File: config.mk
export PLATFORM = sky130hd
export DESIGN_NAME = zcd_logic_output
export DESIGN_NICKNAME = d
export VERILOG_FILES = /design/src/include/zcd_pkg.sv /design/src/logic/zcd_logic_output.sv
export SDC_FILE = /design/constraint.sdc
export NUM_CORES = 1
export LEC_CHECK = 0
export CAP_MARGIN = 5
export CORE_ASPECT_RATIO = 2
export CORE_MARGIN = 2
export CORE_UTILIZATION = 25
export DETAILED_ROUTE_END_ITERATION = 7
export DONT_BUFFER_PORTS = 1
export GPL_TIMING_DRIVEN = 0
export PLACE_DENSITY = 0.38
export SKIP_LAST_GASP = 1
export SLEW_MARGIN = 20
export SYNTH_ARGS = -nofsm -noshare
export SYNTH_HDL_FRONTEND = slang
export SYNTH_SLANG_ARGS = --single-unit
File: constraint.sdc
create_clock -name clk -period 4.1 [get_ports clk]
set_input_delay 0.82 -clock clk [delete_from_list [all_inputs] [get_ports clk]]
set_output_delay 0.82 -clock clk [all_outputs]
set_load 0.005 [all_outputs]
File: src/include/zcd_pkg.sv
// Purpose: Shared constants for the zero-cross logic output block
// Assumes: APB slave, 32-bit data, one register word per offset
// Notes: Byte address of each register is four times its index

package zcd_pkg;

	// ****************************************
	// Register map
	// ****************************************
	localparam logic [11:0] CROSSING_CONTROL_REG_IDX = 12'h91f;
	localparam logic [11:0] IRQ_STATUS_IDX = 12'h920;
	localparam logic [11:0] IRQ_MASK_IDX = 12'h921;
	localparam logic [11:0] SYS_CONTROL_IDX = 12'h922;
	localparam logic [13:0] CROSSING_CONTROL_REG_ADDR = {CROSSING_CONTROL_REG_IDX, 2'b00};
	localparam logic [13:0] IRQ_STATUS_ADDR = {IRQ_STATUS_IDX, 2'b00};
	localparam logic [13:0] IRQ_MASK_ADDR = {IRQ_MASK_IDX, 2'b00};
	localparam logic [13:0] SYS_CONTROL_ADDR = {SYS_CONTROL_IDX, 2'b00};

	// ****************************************
	// Control field positions
	// ****************************************
	localparam int SOFTWARE_ENABLE_POS = 7;
	localparam int OUTPUT_POS = 5;
	localparam int POLARITY_POS = 4;
	localparam int RISING_ENABLE_POS = 1;
	localparam int FALLING_ENABLE_POS = 0;

	// ****************************************
	// System control field positions
	// ****************************************
	localparam int CROSSING_IRQ_ENABLE_POS = 0;
	localparam int CROSSING_IRQ_PRIORITY_POS = 1;
	localparam int PRIORITY_LEVELS_ENABLE_POS = 2;
	localparam int PERIPHERAL_IRQ_ENABLE_POS = 3;
	localparam int GLOBAL_IRQ_ENABLE_POS = 4;
	localparam int MODULE_DISABLE_POS = 5;

	// ****************************************
	// Reset values
	// ****************************************
	localparam logic [7:0] CONTROL_RESET = 8'h00;
	localparam logic [5:0] SYS_CONTROL_RESET = 6'h00;
	localparam logic MASK_RESET = 1'b0;

endpackage

File: src/logic/zcd_logic_output.sv
// Purpose: Polarity-adjusted zero-cross logic output with edge interrupt
// Assumes: Sink indication is asynchronous to clk
// Notes: Notes on behaviour below
// Notes on behaviour
// - Output high while sink active
// - Polarity bit inverts the output
// - Output readable as status bit
// - Output exported to timer gate, clock, reset
// - Separate rising and falling edge detectors
// - Enabled edge sets crossing interrupt flag
// - Edges detected after polarity adjustment
// - Polarity change sets flag only if that edge is enabled
// - Set wins over simultaneous clear
// - Interrupt needs mask, crossing, peripheral and global enables plus one edge enable
// - Priority bit picks high or low line when priority levels enabled, else high
// - Fuse selects always-on or software enable
// - Works unchanged during sleep
// - Control register layout and reset values
// - Module disable bit also switches off, only when fuse selects software enable

`timescale 1ns/10ps

module zcd_logic_output
	import zcd_pkg::*;
(
	input wire logic clk,
	input wire logic nrst,
	input wire logic sinkActive,
	input wire logic fuseSoftwareControl,
	input wire logic sleepMode,
	input wire logic psel,
	input wire logic penable,
	input wire logic pwrite,
	input wire logic [13:0] paddr,
	input wire logic [31:0] pwdata,
	output logic [31:0] prdata,
	output logic pready,
	output logic pslverr,
	output logic detectorActive,
	output logic crossingOut,
	output logic crossingIrqFlag,
	output logic irqHigh,
	output logic irqLow,
	output logic irq
);

	// ****************************************
	// Declarations
	// ****************************************
	logic sinkMeta;
	logic sinkSync;
	logic next_sinkSync;
	logic polaritySelect;
	logic next_polaritySelect;
	logic softwareEnableBit;
	logic next_softwareEnableBit;
	logic risingEdgeIrqEnable;
	logic next_risingEdgeIrqEnable;
	logic fallingEdgeIrqEnable;
	logic next_fallingEdgeIrqEnable;
	logic [5:0] sysControl;
	logic [5:0] next_sysControl;
	logic irqMask;
	logic next_irqMask;
	logic next_crossingIrqFlag;
	logic outPrev;
	logic next_outPrev;
	logic next_crossingOut;
	logic [31:0] readControl;
	logic [31:0] readStatus;
	logic [31:0] readMask;
	logic [31:0] readSys;
	logic [31:0] readWord;
	logic [31:0] next_prdata;
	logic enabled;
	logic rawSink;
	logic adjusted;
	logic risePulse;
	logic fallPulse;
	logic [1:0] edgeSeen;
	logic [1:0] edgeEnable;
	logic [1:0] edgeArmed;
	logic setFlag;
	logic wrEn;
	logic rdEn;
	logic hitControl;
	logic hitStatus;
	logic hitMask;
	logic hitSys;
	logic wrControl;
	logic wrMask;
	logic wrSys;
	logic addrOk;
	logic clearFlag;
	logic unmasked;

	// ****************************************
	// Bus decode
	// ****************************************
	assign wrEn = psel && penable && pwrite;
	assign rdEn = psel && !penable && !pwrite;
	assign hitControl = (paddr == CROSSING_CONTROL_REG_ADDR);
	assign hitStatus = (paddr == IRQ_STATUS_ADDR);
	assign hitMask = (paddr == IRQ_MASK_ADDR);
	assign hitSys = (paddr == SYS_CONTROL_ADDR);
	assign addrOk = hitControl || hitStatus || hitMask || hitSys;
	assign wrControl = wrEn && hitControl;
	assign wrMask = wrEn && hitMask;
	assign wrSys = wrEn && hitSys;
	assign clearFlag = wrEn && hitStatus && pwdata[0];

	// ****************************************
	// Bus response
	// ****************************************
	// No wait states
	assign pready = 1'b1;
	assign pslverr = psel && penable && !addrOk;

	// ****************************************
	// Enable
	// ****************************************
	// Sleep does not gate anything here
	assign enabled = (!fuseSoftwareControl || softwareEnableBit) &&
		!(fuseSoftwareControl && sysControl[MODULE_DISABLE_POS]);
	assign detectorActive = enabled;
	// Raw sink forced low when off
	assign rawSink = sinkSync && enabled;

	// ****************************************
	// Polarity and edges
	// ****************************************
	assign adjusted = rawSink ^ polaritySelect;
	assign risePulse = adjusted && !outPrev;
	assign fallPulse = !adjusted && outPrev;

	// ****************************************
	// Edge qualification
	// ****************************************
	// Bit order matches the enable field positions
	assign edgeSeen = {risePulse, fallPulse};
	assign edgeEnable = {risingEdgeIrqEnable, fallingEdgeIrqEnable};
	for (genvar gi = 0; gi < 2; gi++) begin : g_edge
		assign edgeArmed[gi] = edgeSeen[gi] && edgeEnable[gi];
	end
	// Polarity writes reach the flag through the same edge path
	assign setFlag = |edgeArmed;

	// ****************************************
	// Interrupt routing
	// ****************************************
	assign unmasked = crossingIrqFlag && irqMask && sysControl[CROSSING_IRQ_ENABLE_POS] &&
		(risingEdgeIrqEnable || fallingEdgeIrqEnable) && sysControl[PERIPHERAL_IRQ_ENABLE_POS] &&
		sysControl[GLOBAL_IRQ_ENABLE_POS];
	assign irq = unmasked;
	assign irqHigh = unmasked && (!sysControl[PRIORITY_LEVELS_ENABLE_POS] ||
		sysControl[CROSSING_IRQ_PRIORITY_POS]);
	assign irqLow = unmasked && sysControl[PRIORITY_LEVELS_ENABLE_POS] &&
		!sysControl[CROSSING_IRQ_PRIORITY_POS];

	// ****************************************
	// Synchroniser
	// ****************************************
	// First stage is read only by the second
	always_comb begin
		next_sinkSync = sinkMeta;
	end

	always_ff @(posedge clk or negedge nrst) begin
		if (!nrst) begin
			sinkMeta <= 1'b0;
			sinkSync <= 1'b0;
		end else begin
			sinkMeta <= sinkActive;
			sinkSync <= next_sinkSync;
		end
	end

	// ****************************************
	// Output register
	// ****************************************
	always_comb begin
		next_outPrev = adjusted;
		next_crossingOut = adjusted;
	end

	always_ff @(posedge clk or negedge nrst) begin
		if (!nrst) begin
			outPrev <= 1'b0;
			crossingOut <= 1'b0;
		end else begin
			outPrev <= next_outPrev;
			crossingOut <= next_crossingOut;
		end
	end

	// ****************************************
	// Control register
	// ****************************************
	always_comb begin
		next_polaritySelect = polaritySelect;
		next_softwareEnableBit = softwareEnableBit;
		next_risingEdgeIrqEnable = risingEdgeIrqEnable;
		next_fallingEdgeIrqEnable = fallingEdgeIrqEnable;
		if (wrControl) begin
			next_softwareEnableBit = pwdata[SOFTWARE_ENABLE_POS];
			next_polaritySelect = pwdata[POLARITY_POS];
			next_risingEdgeIrqEnable = pwdata[RISING_ENABLE_POS];
			next_fallingEdgeIrqEnable = pwdata[FALLING_ENABLE_POS];
		end
	end

	always_ff @(posedge clk or negedge nrst) begin
		if (!nrst) begin
			polaritySelect <= CONTROL_RESET[POLARITY_POS];
			softwareEnableBit <= CONTROL_RESET[SOFTWARE_ENABLE_POS];
			risingEdgeIrqEnable <= CONTROL_RESET[RISING_ENABLE_POS];
			fallingEdgeIrqEnable <= CONTROL_RESET[FALLING_ENABLE_POS];
		end else begin
			polaritySelect <= next_polaritySelect;
			softwareEnableBit <= next_softwareEnableBit;
			risingEdgeIrqEnable <= next_risingEdgeIrqEnable;
			fallingEdgeIrqEnable <= next_fallingEdgeIrqEnable;
		end
	end

	// ****************************************
	// Mask register
	// ****************************************
	always_comb begin
		next_irqMask = irqMask;
		if (wrMask) begin
			next_irqMask = pwdata[0];
		end
	end

	always_ff @(posedge clk or negedge nrst) begin
		if (!nrst) begin
			irqMask <= MASK_RESET;
		end else begin
			irqMask <= next_irqMask;
		end
	end

	// ****************************************
	// System control register
	// ****************************************
	always_comb begin
		next_sysControl = sysControl;
		if (wrSys) begin
			next_sysControl = pwdata[5:0];
		end
	end

	always_ff @(posedge clk or negedge nrst) begin
		if (!nrst) begin
			sysControl <= SYS_CONTROL_RESET;
		end else begin
			sysControl <= next_sysControl;
		end
	end

	// ****************************************
	// Interrupt flag
	// ****************************************
	// Set after clear so set wins
	always_comb begin
		next_crossingIrqFlag = crossingIrqFlag;
		if (clearFlag) begin
			next_crossingIrqFlag = 1'b0;
		end
		if (setFlag) begin
			next_crossingIrqFlag = 1'b1;
		end
	end

	always_ff @(posedge clk or negedge nrst) begin
		if (!nrst) begin
			crossingIrqFlag <= 1'b0;
		end else begin
			crossingIrqFlag <= next_crossingIrqFlag;
		end
	end

	// ****************************************
	// Readback
	// ****************************************
	always_comb begin
		readControl = 32'h0;
		readControl[SOFTWARE_ENABLE_POS] = softwareEnableBit;
		readControl[OUTPUT_POS] = crossingOut;
		readControl[POLARITY_POS] = polaritySelect;
		readControl[RISING_ENABLE_POS] = risingEdgeIrqEnable;
		readControl[FALLING_ENABLE_POS] = fallingEdgeIrqEnable;
	end
	assign readStatus = {31'h0, crossingIrqFlag};
	assign readMask = {31'h0, irqMask};
	assign readSys = {26'h0, sysControl};

	// Unmapped addresses read as zero
	always_comb begin
		readWord = 32'h0;
		unique case (paddr)
			CROSSING_CONTROL_REG_ADDR: begin
				readWord = readControl;
			end
			IRQ_STATUS_ADDR: begin
				readWord = readStatus;
			end
			IRQ_MASK_ADDR: begin
				readWord = readMask;
			end
			SYS_CONTROL_ADDR: begin
				readWord = readSys;
			end
			default: begin
				readWord = 32'h0;
			end
		endcase
	end

	// Captured in the setup cycle
	always_comb begin
		next_prdata = prdata;
		if (rdEn) begin
			next_prdata = readWord;
		end
	end

	always_ff @(posedge clk or negedge nrst) begin
		if (!nrst) begin
			prdata <= 32'h0;
		end else begin
			prdata <= next_prdata;
		end
	end

endmodule

==> results of run 1 <==
[worst max-delay path: cells and delay by family]
kind	cells	cell delay, ns
simple gates	2	0.77
compound gates	2	0.31
[layout make-up]
| class | instances | area (um^2) | share of cell area |
|---|---|---|---|
| clock buffer | 3 | 41.3 | 0.0267 |
| multi-input combinational | 98 | 632 | 0.408 |
| sequential | 22 | 551 | 0.356 |
| buffer | 26 | 195 | 0.126 |
| clock inverter | 1 | 30.0 | 0.0194 |
| tap | 58 | 72.6 | 0.0469 |
| inverter | 7 | 26.3 | 0.0170 |
[power groups by stage]
stage	clock (mW)	combinational, mW	sequential [mW]
2_1_floorplan	0	0.0331	0.223
3_3_place_gp	0	0.0347	0.224
3_5_place_dp	0	0.0349	0.224
4_1_cts	0.211	0.0350	0.219
5_1_grt	0.221	0.0399	0.220
6_report	0.206	0.0360	0.219
[routing by layer]
metal / global-route usage / up-vias / part of all wire / wire [um]
met2: 0.196 / 33 / 0.58 / 1780
li1: - / 457 / - / -
met1: 0.100 / 424 / 0.33 / 1000
met5: 0 / - / 0 / 0
met3: 0.0353 / 5 / 0.076 / 232
met4: 0.0470 / 0 / 0.018 / 55
[logic make-up (layout without fill, tap and decap cells)]
kind of cell	count (synthesis)	count (layout)	synth area share
DFF	22	22	0.419
muxes	11	11	0.111
and+or+nand+nor	37	37	0.175
AOI/OAI and AO/OA	24	24	0.120
buffers and inverters	33	37	0.169
other	2	26	0.00572
[cell usage after synthesis (2+ instances only)]
master / instances
o2111ai_1: 3
o21ai_0: 10
mux2_4: 6
inv_1: 7
conb_1: 2
nand2b_1: 2
nand2_1: 13
nor2_1: 5
dfrtp_1: 22
and3_1: 3
nand3_1: 3
a22oi_1: 3
a21oi_1: 3
mux2_2: 5
buf_4: 26
or4_4: 2
[flip-flops by register name, indices dropped and copies added, names as in the netlist]
name                  cells
prdata                    7
sysControl                6
crossingIrqFlag           1
fallingEdgeIrqEnable      1
irqMask                   1
next_sinkSync             1
outPrev                   1
polaritySelect            1
risingEdgeIrqEnable       1
sinkSync                  1
softwareEnableBit         1
[metrics by stage]
step | util | hold WS (ns) | area, um^2 | std cells
floorplan | - | 0.331 | 1400 | 153
global placement | 0.290 | 0.341 | 1480 | 211
detailed placement | 0.290 | 0.343 | 1480 | 211
CTS | 0.304 | 0.228 | 1550 | 215
global route | 0.304 | 0.218 | 1550 | 215
finish | 0.304 | 0.236 | 1550 | 215
[layout by cell type (no fill, tap or decap), types with 2 or more instances in the layout]
cell type	netlist	layout
a22oi_1	3	3
buf_4	26	26
mux2_2	5	5
nand3_1	3	3
nand2_1	13	13
mux2_4	6	6
and3_1	3	3
a21oi_1	3	3
conb_1	2	26
clkbuf_8	0	3
o2111ai_1	3	3
nand2b_1	2	2
inv_1	7	7
o21ai_0	10	10
or4_4	2	2
dfrtp_1	22	22
nor2_1	5	5
[path summary, 6_finish.rpt]
path,startpoint,slack (ns),endpoint
worst max register to register,sysControl[5],2.68,crossingIrqFlag
max in group asynchronous,nrst,3.79,prdata[0]
worst max-delay path,paddr[5],1.38,pslverr
worst min-delay path,nrst,0.24,sysControl[5]
min in group clk,next_sinkSync,0.36,sinkSync
worst min register to register,next_sinkSync,0.36,sinkSync
==> flow_metrics.tcl, run 1 <==
set metrics [dict create \
    cts_max_level 1 \
    clockPowerShare 0.447 \
    cts_tree "done" \
    die_area_mm2 0.00589 \
    synth.ff_latch_count 22 \
    report.final.slew_viol_count 0 \
    p_int_mw 0.370 \
    row_count 37 \
    worst_slack_ns 1.38 \
    areaGrowthSynthToFinish_pct 17.8 \
    cp.required_ns 3.28 \
    status "finished, final reports clean" \
    vias_per_cell 4.27 \
    grt_max_degree 23 \
    cts_buffers 3 \
    cp.arrival_ns 1.90 \
    timing.final.crit_share 0.663 \
    place_congestion 0.773 \
    clock-sinks 22 \
    grt_overflow_total 0 \
    ir_drop_mv 0.206 \
    clkTransAtPathRegs_ns 0.08 \
    worstHoldPathType "primary input to asynchronous set/reset pin" \
    place_ws_ns 1.36 \
    synth_edf_count 0 \
    pwr-share-seq 0.475 \
    numPortBuffers 0 \
    wirelength_um 3070 \
    cts_repair_resize_count 0 \
    num_antenna_cells 0 \
    reg2reg_depth 4 \
    grt_use_total 0.105 \
    fin_crit_ns 2.72 \
    finalSetupViolations 0 \
    cts_root_buffer "clkbuf_8" \
    fp.coreArea_mm2 0.00509 \
    antenna_found_initial 0 \
    rsz0062_at_grt "false" \
    fillerInstances 552 \
    worst_pin_slew_ns 0.937 \
    layout.nets 212 \
    synthCells 129 \
    cp_slowest_cell "or4b_4" \
    synth_cell_types 30 \
    via_count 919 \
    cts_setup_buffers 0 \
    avgSynthCellArea_um2 10.2 \
    cts_buffer_depth 2 \
    drive_above_1_share 0.293 \
    fin_skew_ns 0.000711 \
    cts_hold_buf 0 \
    dr.pass1.iters 2 \
    clkLatencyLatePin_ns 0.27 \
    end_kind "primary output" \
    setup_tns_ns 0 \
    drt_iter0_drc 15 \
    fp.dieW_um 55.3 \
    drc 0 \
    crit_fanout 5 \
    power.density_cell_area_mw_per_mm2 298 \
    io_pins 94 \
    slowest_delay_ns 0.56 \
    dp_hpwl_um 2590 \
    synth_area_mm2 0.00131 \
    crit_type "primary input to primary output" \
    yosys_warnings 0 \
    yosysSeqAreaShare 0.419 \
    die_h_um 107 \
    synth_area_leaders "dfrtp_1 42%, buf_4 15%, mux2_4 6.9%" \
    switching_power_mw 0.0917 \
    antenna_left 0 \
    max_cap_viol_count 0 \
    start_util 0.258 \
    finalHoldViolations 0 \
    netlist.top_cell.by_area "dfrtp_1" \
    leakagePower_nw 0.796 \
    synthArstFlopShare 1.00 \
    path_cells "or4b_4 -> a21oi_1 -> o21ai_0 -> and3_1" \
    post_drt_wl_per_cell_um 14.3 \
    max-slew-margin-rel 0.369 \
    cp-start-kind "primary input" \
    power.total_mw 0.461 \
    synthFlopType "dfrtp_1" \
    synth.top_cell.area_share 0.419 \
    grt_pass1_vias 927 \
    swShare 0.199 \
    grt_pass1_wl_um 4770 \
    combPwrFrac 0.078 \
    fmax_mhz 368 \
]
(Power assumes the default switching activity.)
==> run 2: changes to the inputs <==
- clock period: 4.1 -> 2.8 ns (I/O delays scaled with it)
==> run 2 against run 1 <==
Effect of this change:
- design area up 0.32%
- combinational power up 65%
- largest cell class unchanged
- register-to-register slack worse by 1.3 ns
- global-route usage down 0.050 points
- clock skew about the same
- largest power group unchanged
- flip-flop and latch count unchanged
- total power up 48%
==> flow_metrics.tcl, run 2 (synthesis gave the netlist of run 1 again) <==
set metrics [dict create \
    status "finished, final reports clean" \
    grt_pass1_wl_um 4750 \
    combPwrFrac 0.087 \
    dr.pass1.iters 2 \
    wirelength_um 3080 \
    cts_buffer_depth 2 \
    clkTransAtPathRegs_ns 0.08 \
    drt_iter0_drc 8 \
    ir_drop_mv 0.302 \
    end_kind "primary output" \
    placed_area_mm2 0.00148 \
    fp.dieW_um 55.3 \
    antenna_found_initial 0 \
    p_int_mw 0.542 \
    via_count 928 \
    vias_per_cell 4.30 \
    fillerInstances 552 \
    cts_tree "done" \
    clock-sinks 22 \
    fmax_mhz 455 \
    power.density_cell_area_mw_per_mm2 439 \
    antenna_left 0 \
    swShare 0.205 \
    finalSetupViolations 0 \
    row_count 37 \
    grt_overflow_total 0 \
    design_area_mm2 0.00155 \
    setup_tns_ns 0 \
    cp.arrival_ns 1.64 \
    post_drt_wl_per_cell_um 14.2 \
    io_pins 94 \
    fp.coreArea_mm2 0.00509 \
    largest_reg_flops 7 \
    die_h_um 107 \
    fin_crit_ns 2.20 \
    layout_common_cells "26 x buf_4, 26 x conb_1, 22 x dfrtp_1" \
    timing.final.crit_share 0.785 \
    max-slew-margin-rel 0.366 \
    fin_skew_ns 0.00117 \
    place_congestion 0.773 \
    cts_buffers 3 \
    die_area_mm2 0.00589 \
    grt_use_total 0.104 \
    cts_root_buffer "clkbuf_8" \
    numPortBuffers 0 \
    largest_register "prdata" \
    cp.required_ns 2.24 \
    clkLatencyLatePin_ns 0.27 \
    switching_power_mw 0.140 \
    layout.nets 213 \
    crit_type "primary input to primary output" \
    areaGrowthSynthToFinish_pct 18.2 \
    cts_max_level 1 \
    reg_top3 "prdata: 7 flops, sysControl: 6 flops" \
    grt_pass1_vias 926 \
    max_cap_viol_count 0 \
    grt_max_degree 23 \
    clockPowerShare 0.442 \
    rsz0062_at_grt "false" \
    finalHoldViolations 0 \
    pwr-share-seq 0.471 \
    dp_hpwl_um 2590 \
    num_antenna_cells 0 \
    start_util 0.258 \
    drive_above_1_share 0.297 \
    leakagePower_nw 0.800 \
    report.final.slew_viol_count 0 \
    worst_pin_slew_ns 0.942 \
    cp-start-kind "primary input" \
    cts_repair_resize_count 0 \
    worstHoldPathType "primary input to asynchronous set/reset pin" \
    drc 0 \
    crit_fanout 5 \
]
==> run 2: stage by stage <==
step,total power [mW],util,hold WS [ns],instances,setup WS (ns)
final,0.681,0.305,0.246,216,0.602
after global routing,0.711,0.305,0.273,216,0.549
after CTS,0.690,0.306,0.305,216,0.614
after detailed placement,0.379,0.290,0.265,211,0.320
after global placement,0.378,0.290,0.265,211,0.307
after floorplan,0.376,-,0.264,153,0.538
==> run 2: power groups by stage <==
stage,clock [mW],combinational (mW),sequential (mW)
final,0.301,0.0593,0.321
after global routing,0.324,0.0662,0.322
after detailed placement,0,0.0511,0.328
after global placement,0,0.0508,0.328
after CTS,0.310,0.0588,0.321
after floorplan,0,0.0485,0.327
==> run 2: layer usage <==
| layer | vias to the layer above | wire length [um] | global-route usage |
|---|---|---|---|
| met5 | - | 0 | 0 |
| met1 | 430 | 1000 | 0.0995 |
| met2 | 33 | 1790 | 0.196 |
| met4 | 0 | 55 | 0.0470 |
| li1 | 460 | - | - |
| met3 | 5 | 232 | 0.0353 |
==> run 2: repair_timing <==
action / CTS / global route
hold endpoints to repair: 22 / 0
buffers inserted: 0 / 0
hold buffers: 1 / 0
==> run 2: final timing paths <==
path | start | endpoint | slack [ns] | cells after the start
max in group asynchronous | nrst | prdata[7] | 2.22 | 1
hold reg to reg | next_sinkSync | sinkSync | 0.36 | 0
hold / removal | nrst | sysControl[5] | 0.25 | 1
setup / recovery | paddr[5] | pslverr | 0.60 | 4
setup reg to reg | sysControl[5] | crossingIrqFlag | 1.38 | 4
min in group clk | sinkActive | next_sinkSync | 0.31 | 0
==> run 2: area by class of cell <==
type | instances | area, um^2 | share of cell area
plain buffers | 26 | 195 | 0.126
clock buffers | 3 | 41.3 | 0.0266
clock inverters | 1 | 30.0 | 0.0193
inverters | 7 | 26.3 | 0.0169
multi-input cells | 98 | 632 | 0.407
flip-flops and latches | 22 | 551 | 0.355
well taps | 58 | 72.6 | 0.0467
repair buffers | 1 | 5.00 | 0.00322
==> run 2: critical path: stages <==
cell and delay [ns]:
or4b_4 0.56, a21oi_1 0.21, o21ai_0 0.10, and3_1 0.21
